--- config.mk ---
export PLATFORM = sky130hd
export DESIGN_NAME = csi_phy_timing_override_regs
export DESIGN_NICKNAME = d
export VERILOG_FILES = /design/src/core/csi_timing_pkg.sv /design/src/core/csi_phy_timing_override_regs.sv
export VERILOG_INCLUDE_DIRS = /design/src /design/src/core
export SDC_FILE = /design/constraint.sdc
export NUM_CORES = 1
export LEC_CHECK = 0
export ABC_AREA = 1
export BUFFER_PORTS_ARGS = -buffer_cell sky130_fd_sc_hd__buf_4
export CORE_ASPECT_RATIO = 1.2
export CORE_UTILIZATION = 45
export DETAILED_ROUTE_END_ITERATION = 10
export GPL_ROUTABILITY_DRIVEN = 0
export PLACE_DENSITY = 0.68
export SLEW_MARGIN = 20
export SYNTH_ARGS = -nofsm -noshare
export SYNTH_HDL_FRONTEND = slang
export SYNTH_SLANG_ARGS = --single-unit
--- constraint.sdc ---
create_clock -name ref_clk -period 9.1 [get_ports ref_clk]
set_clock_uncertainty 0.1 [all_clocks]
set_input_delay 1.82 -clock ref_clk [delete_from_list [all_inputs] [get_ports ref_clk]]
set_output_delay 1.82 -clock ref_clk [all_outputs]
set_load 0.02 [all_outputs]
--- src/core/csi_timing_regs.svh ---
/*
  Register offsets, field positions, reset values and timing figures of the
  D-PHY timing override bank. Offsets are register indices; the byte address
  on the bus is four times the index. Definitions only.
*/
`ifndef CSI_TIMING_REGS_SVH
`define CSI_TIMING_REGS_SVH

// register indices
`define IDX_P0_LPX        8'h48
`define IDX_P1_CLK_PREP   8'h60
`define IDX_P1_CLK_ZERO   8'h61
`define IDX_P1_CLK_TRAIL  8'h62
`define IDX_P1_CLK_POST   8'h63
`define IDX_P1_DATA_PREP  8'h64
`define IDX_LANE_RATE     8'h7F

// field positions
`define OVR_BIT           7
`define VAL_MSB           6
`define RATE0_LSB         0
`define RATE1_LSB         4

// automatic values at the 800 Mbps rate, which are also the reset values
`define RST_P0_LPX        7'h06
`define RST_P1_CLK_PREP   7'h05
`define RST_P1_CLK_ZERO   7'h1B
`define RST_P1_CLK_TRAIL  7'h0B
`define RST_P1_CLK_POST   7'h0A
`define RST_P1_DATA_PREP  7'h06

// lane rate scale in eighths of the 800 Mbps figure
`define MULT_400          5'h04
`define MULT_800          5'h08
`define MULT_1200         5'h0C
`define MULT_1500         5'h0F
`define MULT_1600         5'h10

`endif

--- src/core/csi_timing_pkg.sv ---
/*
  Types shared by the D-PHY timing override bank.
  Assumes nothing of its surroundings.
*/
package csi_timing_pkg;

  // selectable CSI-2 lane rates
  typedef enum logic [2:0] {
    RATE_400  = 3'h0,
    RATE_800  = 3'h1,
    RATE_1200 = 3'h2,
    RATE_1500 = 3'h3,
    RATE_1600 = 3'h4
  } lane_rate_e;

  // one timing field
  typedef logic [6:0] timing_t;

  // slot of a timing register in the bank
  typedef logic [2:0] slot_t;

endpackage

--- src/core/csi_phy_timing_override_regs.sv ---
/*
  D-PHY transmit timing override registers for two CSI-2 output ports,
  reached over a classic Wishbone slave with 32-bit data.
  Register map by index; the byte address is four times the index:
    0x48  port 0 lpx timing
    0x60  port 1 clock prepare timing
    0x61  port 1 clock zero timing
    0x62  port 1 clock trail timing
    0x63  port 1 clock post timing
    0x64  port 1 data prepare timing
    0x7F  lane rates, bits 2:0 for port 0 and bits 6:4 for port 1
  Lane rate codes: 0 400, 1 800, 2 1200, 3 1500, 4 1600 Mbps.
  Each timing register holds its override flag in bit 7 and its value in
  bits 6:0. Every request gets a one-cycle ack in the cycle after it is
  taken; unmapped reads return zero and unmapped writes are dropped.
  Assumes a single 200 MHz clock, a bus master on the same clock that
  drops its request after seeing ack, address bits above the bank held
  at zero for a hit, and transmitters that take the applied timing
  values as plain levels.
*/
// Operation
// - bit 7 picks the source: clear is automatic, set uses bits 6:0
// - with the flag clear the value field is read-only, reads automatic value
// - with the flag set the value field is writable and applied
// - automatic values follow the selected lane rate; resets match 800 Mbps
// - port 0 lpx register resets with flag clear, value 0x6
// - port 1 clock prepare register resets with flag clear, value 0x5
// - port 1 clock zero register resets with flag clear, value 0x1B
// - port 1 clock trail register resets with flag clear, value 0x0B
// - port 1 clock post register has bit 7 flag, value resets 0x0A
// - port 1 data prepare register resets with flag clear, value 0x6
`timescale 1ns/10ps
`include "csi_timing_regs.svh"

module csi_phy_timing_override_regs #(
  parameter int ADDR_W = 10
) (
  // clock and reset
  input  wire logic                    ref_clk,
  input  wire logic                    rstn,
  // wishbone slave
  input  wire logic                    wb_cyc,
  input  wire logic                    wb_stb,
  input  wire logic                    wb_we,
  input  wire logic [ADDR_W-1:0]       wb_adr,
  input  wire logic [3:0]              wb_sel,
  input  wire logic [31:0]             wb_dat_w,
  output logic      [31:0]             wb_dat_r,
  output logic                         wb_ack,
  // port 0 transmitter
  output csi_timing_pkg::lane_rate_e   port0_lane_rate,
  output csi_timing_pkg::timing_t      port0_lpx,
  // port 1 transmitter
  output csi_timing_pkg::lane_rate_e   port1_lane_rate,
  output csi_timing_pkg::timing_t      port1_clock_prepare,
  output csi_timing_pkg::timing_t      port1_clock_zero,
  output csi_timing_pkg::timing_t      port1_clock_trail,
  output csi_timing_pkg::timing_t      port1_clock_post,
  output csi_timing_pkg::timing_t      port1_data_prepare
);
  import csi_timing_pkg::*;

  localparam int NSLOT = 6;

  // the highest byte address must fit the bus address
  if (ADDR_W < 9 || ADDR_W > 32) begin : g_bad_addr
    $error("ADDR_W must lie between 9 and 32");
  end

  // every field must sit in byte 0, the only byte the write strobe looks at
  if (`RATE1_LSB + 3 > 8 || `OVR_BIT > 7) begin : g_bad_field
    $error("register fields must lie in byte 0");
  end

  // maps a register index to its slot; valid low when unmapped
  // bit 3 marks a hit so that slot zero stays distinct from a miss
  function automatic logic [3:0] decode(input logic [7:0] idx);
    case (idx)
      `IDX_P0_LPX:       decode = 4'h8;
      `IDX_P1_CLK_PREP:  decode = 4'h9;
      `IDX_P1_CLK_ZERO:  decode = 4'hA;
      `IDX_P1_CLK_TRAIL: decode = 4'hB;
      `IDX_P1_CLK_POST:  decode = 4'hC;
      `IDX_P1_DATA_PREP: decode = 4'hD;
      default:           decode = 4'h0;
    endcase
  endfunction

  // true when the address bits above the 1 KiB bank are all zero, so
  // a wider bus does not see the bank repeated through its space
  function automatic logic in_bank(input logic [ADDR_W-1:0] adr);
    in_bank = (adr >> 10) == {ADDR_W{1'b0}};
  endfunction

  // the 800 Mbps figure of each slot
  function automatic timing_t base_value(input slot_t s);
    case (s)
      3'h0:    base_value = `RST_P0_LPX;
      3'h1:    base_value = `RST_P1_CLK_PREP;
      3'h2:    base_value = `RST_P1_CLK_ZERO;
      3'h3:    base_value = `RST_P1_CLK_TRAIL;
      3'h4:    base_value = `RST_P1_CLK_POST;
      default: base_value = `RST_P1_DATA_PREP;
    endcase
  endfunction

  // automatic value: base scaled by rate, rounded up, held in 1..127
  function automatic timing_t auto_value(input slot_t s, input lane_rate_e r);
    logic [4:0]  mult;
    logic [11:0] prod;
    mult = `MULT_800;
    case (r)
      RATE_400:  mult = `MULT_400;
      RATE_800:  mult = `MULT_800;
      RATE_1200: mult = `MULT_1200;
      RATE_1500: mult = `MULT_1500;
      RATE_1600: mult = `MULT_1600;
      default:   mult = `MULT_800;
    endcase
    // widen before the product so the 1600 Mbps figures cannot wrap;
    // adding seven before dropping three bits rounds up
    prod = 12'(base_value(s)) * 12'(mult) + 12'h007;
    if (prod[11:10] != 2'h0) begin
      auto_value = 7'h7F;
    end else if (prod[9:3] == 7'h00) begin
      auto_value = 7'h01;
    end else begin
      auto_value = prod[9:3];
    end
  endfunction

  // reset release through two flip-flops; assertion is immediate, release
  // waits two edges so no flop leaves reset on a metastable level
  logic rst_meta_q;
  logic rst_n_q;
  always_ff @(posedge ref_clk or negedge rstn) begin
    if (!rstn) begin
      rst_meta_q <= 1'b0;
      rst_n_q    <= 1'b0;
    end else begin
      rst_meta_q <= 1'b1;
      rst_n_q    <= rst_meta_q;
    end
  end

  // override flags, stored values and their automatic and applied forms
  logic                ovr_q   [NSLOT];
  logic                ovr_d   [NSLOT];
  timing_t             val_q   [NSLOT];
  timing_t             val_d   [NSLOT];
  timing_t             auto_w  [NSLOT];
  timing_t             eff_w   [NSLOT];
  timing_t             app_q   [NSLOT];

  // lane rate of each port
  lane_rate_e          rate0_q;
  lane_rate_e          rate0_d;
  lane_rate_e          rate1_q;
  lane_rate_e          rate1_d;

  // bus answer
  logic                ack_q;
  logic                ack_d;
  logic [31:0]         rdat_q;
  logic [31:0]         rdat_d;

  // request decode
  logic                take;
  logic                bank_sel;
  logic                rate_sel;
  logic                wr_en;
  logic                rd_en;
  logic [7:0]          idx;
  logic [3:0]          hit;

  // a request is taken once, in the cycle before ack rises; a master that
  // keeps cyc and stb up after ack would be taken a second time
  assign take     = wb_cyc && wb_stb && !ack_q;
  assign idx      = 8'(wb_adr[ADDR_W-1:2]);
  assign bank_sel = in_bank(wb_adr);
  assign hit      = bank_sel ? decode(idx) : 4'h0;
  assign rate_sel = bank_sel && (idx == `IDX_LANE_RATE);

  // write strobe needs byte 0, where every field lives; reads ignore sel
  assign wr_en = take && wb_we && wb_sel[0];
  assign rd_en = take && !wb_we;

  // automatic and effective value per slot; slot 0 follows port 0 only and
  // the rest follow port 1, so neither port's rate or override moves the other
  always_comb begin
    for (int s = 0; s < NSLOT; s++) begin
      if (s == 0) begin
        auto_w[s] = auto_value(slot_t'(s), rate0_q);
      end else begin
        auto_w[s] = auto_value(slot_t'(s), rate1_q);
      end
      eff_w[s] = ovr_q[s] ? val_q[s] : auto_w[s];
    end
  end

  // next register values on a bus write
  always_comb begin
    for (int s = 0; s < NSLOT; s++) begin
      ovr_d[s] = ovr_q[s];
      val_d[s] = val_q[s];
    end
    rate0_d = rate0_q;
    rate1_d = rate1_q;
    if (wr_en) begin
      if (hit[3]) begin
        ovr_d[hit[2:0]] = wb_dat_w[`OVR_BIT];
        // the field only takes data while the flag stays or becomes set;
        // clearing the flag keeps the stored value hidden for later
        if (wb_dat_w[`OVR_BIT]) begin
          val_d[hit[2:0]] = wb_dat_w[`VAL_MSB:0];
        end
      end else if (rate_sel) begin
        // one write sets both ports; codes 5 to 7 are kept but scale
        // as 800 Mbps
        rate0_d = lane_rate_e'(wb_dat_w[`RATE0_LSB +: 3]);
        rate1_d = lane_rate_e'(wb_dat_w[`RATE1_LSB +: 3]);
      end
    end
  end

  // read data and acknowledge; every taken request is acked, mapped or not,
  // and unmapped indices read as zero; data stands only in the ack cycle,
  // zero otherwise, so the slave outputs can be ORed on a shared bus
  always_comb begin
    ack_d  = take;
    rdat_d = 32'h0000_0000;
    if (rd_en) begin
      if (hit[3]) begin
        // flag clear shows the automatic value, flag set the stored one
        rdat_d[`OVR_BIT]   = ovr_q[hit[2:0]];
        rdat_d[`VAL_MSB:0] = eff_w[hit[2:0]];
      end else if (rate_sel) begin
        rdat_d[`RATE0_LSB +: 3] = rate0_q;
        rdat_d[`RATE1_LSB +: 3] = rate1_q;
      end
    end
  end

  // register the bank; reset values equal the 800 Mbps automatic figures
  always_ff @(posedge ref_clk or negedge rst_n_q) begin
    if (!rst_n_q) begin
      for (int s = 0; s < NSLOT; s++) begin
        ovr_q[s] <= 1'b0;
      end
      val_q[0] <= `RST_P0_LPX;
      val_q[1] <= `RST_P1_CLK_PREP;
      val_q[2] <= `RST_P1_CLK_ZERO;
      val_q[3] <= `RST_P1_CLK_TRAIL;
      val_q[4] <= `RST_P1_CLK_POST;
      val_q[5] <= `RST_P1_DATA_PREP;
      rate0_q  <= RATE_800;
      rate1_q  <= RATE_800;
      ack_q    <= 1'b0;
      rdat_q   <= 32'h0000_0000;
    end else begin
      for (int s = 0; s < NSLOT; s++) begin
        ovr_q[s] <= ovr_d[s];
        val_q[s] <= val_d[s];
      end
      rate0_q <= rate0_d;
      rate1_q <= rate1_d;
      ack_q   <= ack_d;
      rdat_q  <= rdat_d;
    end
  end

  // applied timing, registered so every output comes from a flip-flop
  // a change of flag, value or rate reaches the transmitter a cycle later
  always_ff @(posedge ref_clk or negedge rst_n_q) begin
    if (!rst_n_q) begin
      app_q[0] <= `RST_P0_LPX;
      app_q[1] <= `RST_P1_CLK_PREP;
      app_q[2] <= `RST_P1_CLK_ZERO;
      app_q[3] <= `RST_P1_CLK_TRAIL;
      app_q[4] <= `RST_P1_CLK_POST;
      app_q[5] <= `RST_P1_DATA_PREP;
    end else begin
      for (int s = 0; s < NSLOT; s++) begin
        app_q[s] <= eff_w[s];
      end
    end
  end

  // outputs
  assign wb_dat_r            = rdat_q;
  assign wb_ack              = ack_q;
  assign port0_lane_rate     = rate0_q;
  assign port0_lpx           = app_q[0];
  assign port1_lane_rate     = rate1_q;
  assign port1_clock_prepare = app_q[1];
  assign port1_clock_zero    = app_q[2];
  assign port1_clock_trail   = app_q[3];
  assign port1_clock_post    = app_q[4];
  assign port1_data_prepare  = app_q[5];

endmodule

==> results of run 1 <==
layer usage:
metal | global-route usage (%) | vias to the layer above | wire, um
met2 | 35.7 | 205 | 7140
met4 | 9.59 | 0 | 456
li1 | - | 2441 | -
met3 | 4.02 | 32 | 1030
met1 | 32.7 | 2357 | 6850
met5 | 0 | - | 0
metrics by stage:
step                      cells  setup WS [ns]  instance area, um^2  power, mW  utilization (%)
final                       982           5.22                 6970      0.944             52.9
after global routing        982           4.93                 6970      0.978             52.9
after CTS                   982           5.24                 6970      0.950             52.9
after detailed placement    966           5.13                 6680      0.565             50.7
after global placement      966           5.22                 6680      0.564             50.7
after floorplan             758           5.65                 6150      0.544                -
worst paths after layout:
path                                          from                  end  slack, ns
worst max-delay path            port1_lane_rate[1]          wb_dat_r[1]       5.22
worst min-delay path                       rst_n_q  port1_clock_post[5]       0.18
worst max register to register  port1_lane_rate[1]          wb_dat_r[1]       5.22
worst min register to register             rst_n_q  port1_clock_post[5]       0.18
max in group asynchronous                  rst_n_q            val_q[27]       7.47
min in group ref_clk                    rst_meta_q              rst_n_q       0.25
synth_stat cells (8+ instances only):
library cell and n:
nand2_1 209, a21oi_1 12, dfrtp_1 75, ha_1 29
inv_1 84, nand3_1 51, o21ai_0 43, o21ai_1 23
buf_4 24, dfstp_2 32, o21ai_2 12, nor2_1 43
or2_2 8
area by class of cell:
type / count / area, um^2
Clock buffer: 11 / 253
Clock inverter: 5 / 41.3
Fill cell: 1292 / 6210
Inverter: 88 / 330
Multi-Input combinational cell: 524 / 2830
Sequential cell: 107 / 2720
Tap cell: 168 / 210
Timing Repair Buffer: 79 / 593
worst max-delay path, delay by kind of cell (launching register included):
| family | cells | cell delay [ns] |
|---|---|---|
| XOR/XNOR | 1 | 0.16 |
| buffers and inverters | 2 | 0.21 |
| flip-flops | 1 | 0.54 |
| AO/OA/AOI/OAI | 1 | 0.64 |
| AND/OR/NAND/NOR | 8 | 1.06 |
| adder cells (fa/ha/maj) | 3 | 1.12 |
kinds of logic after synthesis:
family / share of synthesized area, %
and+or+nand+nor: 26.7
buffers and inverters: 10.0
AOI/OAI and AO/OA: 10.6
DFF: 44.9
adders and majority gates: 6.65
xor gates and xnor gates: 1.01
other: 0.124
report_power, final:
group | total [mW] | switching [mW] | internal [mW] | leakage, nW
combinational | 0.0684 | 0.0499 | 0.0184 | 2.14
clock | 0.388 | 0.184 | 0.204 | 0.141
sequential | 0.487 | 0.00507 | 0.482 | 1.34
sequential cells by signal, summed over array words and instances (netlist names):
register / cells
port1_data_prepare: 7
port0_lane_rate: 3
port0_lpx: 7
wb_ack: 1
port1_clock_zero: 7
ovr_q: 6
port1_lane_rate: 3
wb_dat_r: 8
port1_clock_prepare: 7
port1_clock_trail: 7
val_q: 42
rst_n_q: 1
rst_meta_q: 1
port1_clock_post: 7
==> out/summary.txt, run 1 <==
antenna viol nets, final: 0
fmax: 0.257 GHz
LEAKAGE: 3.62 nW
Critical Path RT: 9.30 ns
fraction of layout cells with a size suffix above 1: 21.6%
Least-Margin Pin Slew: 0.892 ns
clk_lat worst skew: 0.36 ns
Hold Crit Class: reg2async
DP HPWL: 11.6 mm
CP Class: reg2reg
Clock Sinks: 107
Initial Util: 46.0%
setup_tns: 0 ns
Synth area leader: dfrtp_1
most common cell type on the critical path: nand2_1
clock buffer depth: 2
Max-slew headroom: 40.5%
EDFF count, synth: 0
Die ar.: 13900 um^2
Fin. Hold Viols: 0
top cells by area, synth: dfrtp_1 (31%), dfstp_2 (14%), nand2_1 (13%)
commonest non-fill, non-tap cell in the layout: nand2_1
Clk pin slew, worst setup/hold paths: 0.08 ns
CORE AREA: 13200 um^2
drt wl/cell: 15.8 um
antenna violations before repair: 0
CTS resizes: 0
top_reg_cell synth: dfrtp_1
TritonCTS clock tree: done
Antenna diodes: 0
Final Critical Period: 3.88 ns
chip height: 129 um
Final #Nets: 891
io pins: 132
post-synth top area share: 31.0%
worst vdd ir: 0.0766 mV
grt ovf: 0
Fin Hold WS: 0.175 ns
DR vias/cell: 5.13
Root Buffer: clkbuf_16
R2R cell count: 15
max-slew violation count: 0
Post-CTS Hold Buffers: 0
drt pass-1 iters: 5
Max Cap Viol: 0
CP peak stage delay: 0.64 ns
vias in the first global route: 4563
first-pass GRT wire length: 24.2 mm
register bit total from synthesis: 107
register area share after synthesis: 44.9%
most frequent cells in the layout: nand2_1 (209), inv_1 (84), buf_4 (79), dfrtp_1 (74), nand3_1 (51)
Setup Fix Bufs, Post-CTS: 0
fin crit share: 42.7%
status: finished, final reports clean
pwr/cell area: 135 nW/um^2
Synth cell types: 46
final setup vio count: 0
Critical Path Fanout Max: 9
P&R area growth vs syn: 15.1%
# rows: 46
Port Buffers: 78
synthesized cell area: 6060 um^2
H-Tree Depth: 3
crit-path cells: inv_1 > a21oi_1 > ha_1 > inv_1 > fa_1 > xnor2_1 > ha_1 > or2_2 > nand3_1 > nand2_1 > nand2_1 > nand2_1 > nor2_1 > nand4_1 > nand2_1
cells after synthesis: 733
average size of a mapped cell: 8.26 um^2
CP max stage cell: a21oi_1
post-detailed-routing wire length: 15.5 mm
yosys warns: 0
Die X: 108 um
Total Routing Usage GR: 23.3%
Initial DRC Count: 335
RSZ-0062 raised after global routing: false
FFs w/ async S/R, synth: 100%
Startpoint Class: register
crit end category: register
total CTS buffers: 9
total vias in the final route: 5035
CP Data Arrival Time: 4.08 ns
pin count of the biggest net entering global routing: 71
drt drc: 0
Note: power is estimated with default switching activity, not from simulation.
==> run 2: changes to the inputs <==
- PLACE_DENSITY: 0.68 -> 0.71
- clock period: 9.1 -> 3.5 ns (I/O delays scaled with it)
==> run 2 against run 1 <==
Net effect: design area rose by 1.3%; critical endpoint is now wb_dat_r[5]; via count increased by 1.2%; routed wire length rose by 1.1%; die area did not move; register-to-register slack got worse by 5.0 ns; first-iteration DRC count up 49%; count of clock-buffer cells in the layout fell by 2.
==> out/summary.txt, run 2 (synthesized netlist as in run 1, its figures left out) <==
Max Cap Viol: 0 (unchanged)
LEAKAGE: 3.67 nW (was 3.62 nW)
Port Buffers: 78 (unchanged)
final setup vio count: 0 (unchanged)
buffer and inverter count on the worst path: 3 (was 2)
most frequent cells in the layout: nand2_1 (209), buf_4 (88), inv_1 (84), dfrtp_1 (74), nand3_1 (51) (was nand2_1 (209), inv_1 (84), buf_4 (79), dfrtp_1 (74), nand3_1 (51))
CTS resizes: 0 (unchanged)
grt ovf: 0 (unchanged)
Setup Fix Bufs, Post-CTS: 0 (unchanged)
Die X: 108 um (unchanged)
chip height: 129 um (unchanged)
Crit path max-delay family: adder cells (unchanged)
RSZ-0062 raised after global routing: false (unchanged)
Clk pin slew, worst setup/hold paths: 0.08 ns (about the same)
clk_lat worst skew: 0.35 ns (was 0.36 ns)
Critical Path Fanout Max: 17 (was 9)
status: finished, final reports clean (unchanged)
NetSw: 0.636 mW (was 0.239 mW)
fin crit share: 93.1% (was 42.7%)
H-Tree Depth: 3 (unchanged)
Gate power share: 6.8% (was 7.2%)
final-layout fill cell count: 1218 (was 1292)
first-pass GRT wire length: 24.8 mm (was 24.2 mm)
antenna viol nets, final: 0 (unchanged)
Final Critical Period: 3.26 ns (was 3.88 ns)
Initial Util: 46.0% (unchanged)
Multi-input gate area: 2830 um^2 (unchanged)
crit-path cells: inv_1 > nand2_1 > buf_4 > nor2_1 > ha_1 > ha_1 > ha_1 > ha_1 > inv_1 > nand2_1 > o21ai_0 > nand3_1 > nand3_1 > nor3_1 > nand3_1 > nand2_1 (was inv_1 > a21oi_1 > ha_1 > inv_1 > fa_1 > xnor2_1 > ha_1 > or2_2 > nand3_1 > nand2_1 > nand2_1 > nand2_1 > nor2_1 > nand4_1 > nand2_1)
io pins: 132 (unchanged)
TritonCTS clock tree: done (unchanged)
CP peak stage delay: 0.68 ns (was 0.64 ns)
fraction of layout cells with a size suffix above 1: 22.5% (was 21.6%)
register area: 2720 um^2 (unchanged)
commonest non-fill, non-tap cell in the layout: nand2_1 (unchanged)
Max-slew headroom: 43.0% (was 40.5%)
CP max stage cell: dfstp_2 (was a21oi_1)
Antenna diodes: 0 (unchanged)
Startpoint Class: register (unchanged)
fmax: 0.307 GHz (was 0.257 GHz)
cell internal pwr: 1.88 mW (was 0.704 mW)
Clock Sinks: 107 (unchanged)
vias in the first global route: 4728 (was 4563)
Crit. Startpoint: port1_lane_rate[0] (was port1_lane_rate[1])
max-slew violation count: 0 (unchanged)
Fin. Hold Viols: 0 (unchanged)
drt pass-1 iters: 5 (unchanged)
Critical Path RT: 3.63 ns (was 9.30 ns)
drt drc: 0 (unchanged)
setup_tns: 0 ns (unchanged)
# rows: 46 (unchanged)
most common cell type on the critical path: ha_1 (was nand2_1)
Final #Nets: 900 (was 891)
crit end category: register (unchanged)
antenna violations before repair: 0 (unchanged)
clock share of power: 42.6% (was 41.2%)
drt wl/cell: 15.8 um (about the same)
total CTS buffers: 9 (unchanged)
Initial DRC Count: 499 (was 335)
clock buffer depth: 2 (unchanged)
post-detailed-routing wire length: 15.7 mm (was 15.5 mm)
pwr/cell area: 355 nW/um^2 (was 135 nW/um^2)
total vias in the final route: 5095 (was 5035)
Switching Fraction: 25.3% (was 25.4%)
CP Class: reg2reg (unchanged)
Post-CTS Hold Buffers: 0 (unchanged)
Least-Margin Pin Slew: 0.856 ns (was 0.892 ns)
Top reg by flops: val_q (unchanged)
Die ar.: 13900 um^2 (unchanged)
DR vias/cell: 5.14 (was 5.13)
CP Data Arrival Time: 3.39 ns (was 4.08 ns)
max reg flops: 42 (unchanged)
DP HPWL: 12.1 mm (was 11.6 mm)
sequential share of power: 50.7% (was 51.6%)
Hold Crit Class: in2async (was reg2async)
pin count of the biggest net entering global routing: 69 (was 71)
worst vdd ir: 0.243 mV (was 0.0766 mV)
P&R area growth vs syn: 16.7% (was 15.1%)
post-layout util: 53.6% (was 52.9%)
reg2reg start: port1_lane_rate[0] (was port1_lane_rate[1])
CORE AREA: 13200 um^2 (unchanged)
Total Routing Usage GR: 23.9% (was 23.3%)
Root Buffer: clkbuf_16 (unchanged)
run 2: changes by cell type in the layout (fill, tap and decap cells not counted):
cell        change
buf_4           +9
clkbuf_8        -2
clkinv_4        +2
bufinv_16       +1
clkinv_8        +1
clkinvlp_4      -1
inv_4           -1
inv_6           -1
inv_8           +1
run 2: power by group through the flow:
stage | registers (mW) | clock network [mW] | logic [mW]
6_report | 1.27 | 1.07 | 0.170
5_1_grt | 1.28 | 1.13 | 0.187
4_1_cts | 1.27 | 1.09 | 0.170
3_5_place_dp | 1.30 | 0 | 0.169
3_3_place_gp | 1.30 | 0 | 0.168
2_1_floorplan | 1.31 | 0 | 0.107
run 2: layout make-up:
class	instances	share of cell area (%)
sequential	107	38.5
tap	168	2.97
multi-input combinational	524	40.0
clock inverter	7	1.33
clock buffer	9	3.19
inverter	88	4.67
timing repair buffer	88	9.35
run 2: layer usage:
layer	vias up	track usage [%]	part of all wire (%)
met1	2369	33.3	44
met5	-	0	0
met2	214	37.3	46
met3	34	3.92	7.4
li1	2478	-	-
met4	0	9.59	2.9
run 2: path summary, 6_finish.rpt:
check                                   end  slack [ns]  depth (start not counted)
worst max-delay path            wb_dat_r[5]        0.24                         16
worst max register to register  wb_dat_r[5]        0.24                         16
worst min-delay path                rst_n_q        0.01                          1
max in group asynchronous         val_q[37]        2.08                          1
worst min register to register      rst_n_q        0.25                          0
min in group ref_clk                rst_n_q        0.25                          0
run 2: metrics by stage:
step                      setup slack, ns  instances  total power, mW  hold WS [ns]  area (um^2)
after global routing               0.0105        991             2.60       0.00327         7070
final                               0.241        991             2.51       0.00964         7070
after CTS                           0.284        991             2.53       0.00801         7070
after detailed placement            0.345        975             1.47         0.238         6750
after floorplan                     0.254        758             1.41         0.231         6150
after global placement              0.413        975             1.46         0.235         6750
run 2: worst register-to-register path: cells and delay by family, from the launching register on:
| kind | cells | cell delay [ns] |
|---|---|---|
| flops | 1 | 0.68 |
| buf+inv | 3 | 0.39 |
| compound gates | 1 | 0.13 |
| simple gates | 8 | 0.65 |
| fa+ha+maj | 4 | 1.20 |
==> run 3: changes to the inputs <==
- SETUP_SLACK_MARGIN: unset -> 0.5
==> run 3 against run 2 <==
Net effect: critical path type unchanged; design area up 4.0%; fmax is 8.1% higher; the flow now finishes with violations (design-rule violations); critical endpoint is now wb_dat_r[4]; largest cell class unchanged; largest power group unchanged; core utilization rose by 2.1 points; total power decreased by 2.9%.
==> out/summary.txt, run 3 (synthesized netlist as in run 1, its figures left out) <==
r2r setup slk: 0.48 ns (was 0.24 ns)
total CTS buffers: 9 (unchanged)
cell internal pwr: 1.82 mW (was 1.88 mW)
failing checks: design-rule violations
Fin. Hold Viols: 0 (unchanged)
fin crit share: 86.2% (was 93.1%)
Initial DRC Count: 421 (was 499)
vias in the first global route: 4762 (was 4728)
Antenna diodes: 0 (unchanged)
antenna violations before repair: 0 (unchanged)
Final Non-Filler Cells: 1006 (was 991)
Least-Margin Pin Slew: 0.835 ns (was 0.856 ns)
most frequent cells in the layout: nand2_1 (204), buf_4 (99), inv_1 (80), dfrtp_1 (72), nand3_1 (49) (was nand2_1 (209), buf_4 (88), inv_1 (84), dfrtp_1 (74), nand3_1 (51))
Clock Sinks: 107 (unchanged)
crit end category: register (unchanged)
TritonCTS clock tree: done (unchanged)
CORE AREA: 13200 um^2 (unchanged)
most common cell type on the critical path: nand2_1 (was ha_1)
crit-path cells: buf_6 > nor2_1 > buf_4 > fa_1 > inv_1 > ha_1 > or2_2 > nand3_2 > o21ai_2 > nand2_1 > nand4_1 > nor2_2 > nand2_1 > nand2_1 (was inv_1 > nand2_1 > buf_4 > nor2_1 > ha_1 > ha_1 > ha_1 > ha_1 > inv_1 > nand2_1 > o21ai_0 > nand3_1 > nand3_1 > nor3_1 > nand3_1 > nand2_1)
Clk pin slew, worst setup/hold paths: 0.07 ns (was 0.08 ns)
total vias in the final route: 5215 (was 5095)
Post-Place Setup Slack: 0.426 ns (was 0.345 ns)
R2R cell count: 14 (was 16)
# rows: 46 (unchanged)
DR vias/cell: 5.18 (was 5.14)
grt ovf: 0 (unchanged)
Post-CTS Hold Buffers: 0 (unchanged)
reg2reg start: port1_lane_rate[0] (unchanged)
antenna viol nets, final: 0 (unchanged)
worst vdd ir: 0.205 mV (was 0.243 mV)
post-route design area: 7350 um^2 (was 7070 um^2)
io pins: 132 (unchanged)
drt drc: 1 (was 0)
RSZ-0062 raised after global routing: true (was false)
Final #Nets: 915 (was 900)
Root Buffer: clkbuf_16 (unchanged)
clock buffer depth: 2 (unchanged)
Multi-input gate area: 2990 um^2 (was 2830 um^2)
clk_lat worst skew: 0.35 ns (about the same)
drt wl/cell: 16.2 um (was 15.8 um)
pwr/cell area: 332 nW/um^2 (was 355 nW/um^2)
Top reg by flops: val_q (unchanged)
max reg flops: 42 (unchanged)
Max Cap Viol: 0 (unchanged)
CP Data Arrival Time: 3.20 ns (was 3.39 ns)
final setup vio count: 0 (unchanged)
Critical Path Fanout Max: 6 (was 17)
drt pass-1 iters: 8 (was 5)
DP HPWL: 12.1 mm (about the same)
Fin Hold WS: 0.00776 ns (was 0.00964 ns)
Initial Util: 46.0% (unchanged)
Die ar.: 13900 um^2 (unchanged)
H-Tree Depth: 3 (unchanged)
Max-slew headroom: 44.4% (was 43.0%)
fin worst setup slack: 0.485 ns (was 0.241 ns)
final-layout fill cell count: 1225 (was 1218)
setup_tns: 0 ns (unchanged)
Critical Path RT: 3.68 ns (was 3.63 ns)
post-detailed-routing wire length: 16.3 mm (was 15.7 mm)
sequential share of power: 52.2% (was 50.7%)
chip height: 129 um (unchanged)
Die X: 108 um (unchanged)
fraction of layout cells with a size suffix above 1: 27.6% (was 22.5%)
Final Critical Period: 3.02 ns (was 3.26 ns)
CP Class: reg2reg (unchanged)
Placed Area: 6780 um^2 (was 6750 um^2)
CP max stage cell: dfstp_2 (unchanged)
LEAKAGE: 3.77 nW (was 3.67 nW)
NetSw: 0.616 mW (was 0.636 mW)
pin count of the biggest net entering global routing: 65 (was 69)
Port Buffers: 78 (unchanged)
fmax: 0.332 GHz (was 0.307 GHz)
register area: 2720 um^2 (about the same)
clock share of power: 40.4% (was 42.6%)
Hold Crit Class: in2async (unchanged)
CP peak stage delay: 0.65 ns (was 0.68 ns)
Switching Fraction: 25.3% (about the same)
reg-to-reg endpoint: wb_dat_r[4] (was wb_dat_r[5])
Placed Instances: 975 (unchanged)
Gate power share: 7.4% (was 6.8%)
Total Routing Usage GR: 24.1% (was 23.9%)
Startpoint Class: register (unchanged)
P&R area growth vs syn: 21.3% (was 16.7%)
commonest non-fill, non-tap cell in the layout: nand2_1 (unchanged)
max-slew violation count: 0 (unchanged)
status: finished with violations (was finished, final reports clean)
first-pass GRT wire length: 24.9 mm (was 24.8 mm)
## run 3: cell types whose count changed in the layout (fill, tap and decap cells not counted), moves of 4 or more
cell and delta:
nand2_2 +4, nand2_1 -5, ha_4 +5, buf_4 +11, ha_1 -8, inv_1 -4
o21ai_0 -4
## run 3: power groups by stage
stage | combinational (mW) | clock [mW] | sequential [mW]
after floorplan | 0.107 | 0 | 1.31
after global placement | 0.168 | 0 | 1.30
after detailed placement | 0.169 | 0 | 1.30
after CTS | 0.173 | 0.998 | 1.27
after global routing | 0.198 | 1.05 | 1.28
final | 0.181 | 0.985 | 1.27
## run 3: area by class of cell
cell class,instances,share of cell area (%)
clock inverter,5,0.647
inverter,88,4.53
tap,168,2.86
clock buffer,11,3.30
multi-input combinational,524,40.6
timing repair buffer,103,11.0
sequential,107,37.1
## run 3: per-layer routing
layer / global-route usage, % / share of wire, %
met5: 0 / 0
met4: 12.3 / 4.5
met3: 4.02 / 6.8
met2: 36.9 / 45
met1: 33.1 / 44
## run 3: worst max path at each step
stage / end / slack [ns] / depth (start not counted) / startpoint
2_1_floorplan: wb_dat_r[4] / 0.50 / 16 / port1_lane_rate[1]
3_3_place_gp: wb_dat_r[1] / 0.44 / 15 / port1_lane_rate[1]
3_5_place_dp: wb_dat_r[1] / 0.43 / 15 / port1_lane_rate[1]
4_1_cts: wb_dat_r[1] / 0.49 / 14 / port1_lane_rate[0]
5_1_grt: wb_dat_r[6] / 0.41 / 14 / port1_lane_rate[0]
6_report: wb_dat_r[4] / 0.48 / 14 / port1_lane_rate[0]
## run 3: worst max-delay path: cells and delay by family, from the launching register on
kind | cells | cell delay (ns)
AOI/OAI and AO/OA | 1 | 0.06
adders and majority gates | 2 | 0.83
buffers and inverters | 3 | 0.38
DFF | 1 | 0.65
and+or+nand+nor | 8 | 0.93
## run 3: metrics by stage
| step | power [mW] | utilization [%] |
|---|---|---|
| after detailed placement | 1.47 | 51.5 |
| after floorplan | 1.41 | - |
| after global placement | 1.46 | 51.5 |
| final | 2.44 | 55.8 |
| after CTS | 2.44 | 54.6 |
| after global routing | 2.52 | 55.8 |
## run 3: what timing repair did
action	4_1_cts	5_1_grt
endpoints found under the setup margin	2	8
pin swaps	7	21
setup buffers	10	5
gates resized for setup	10	30
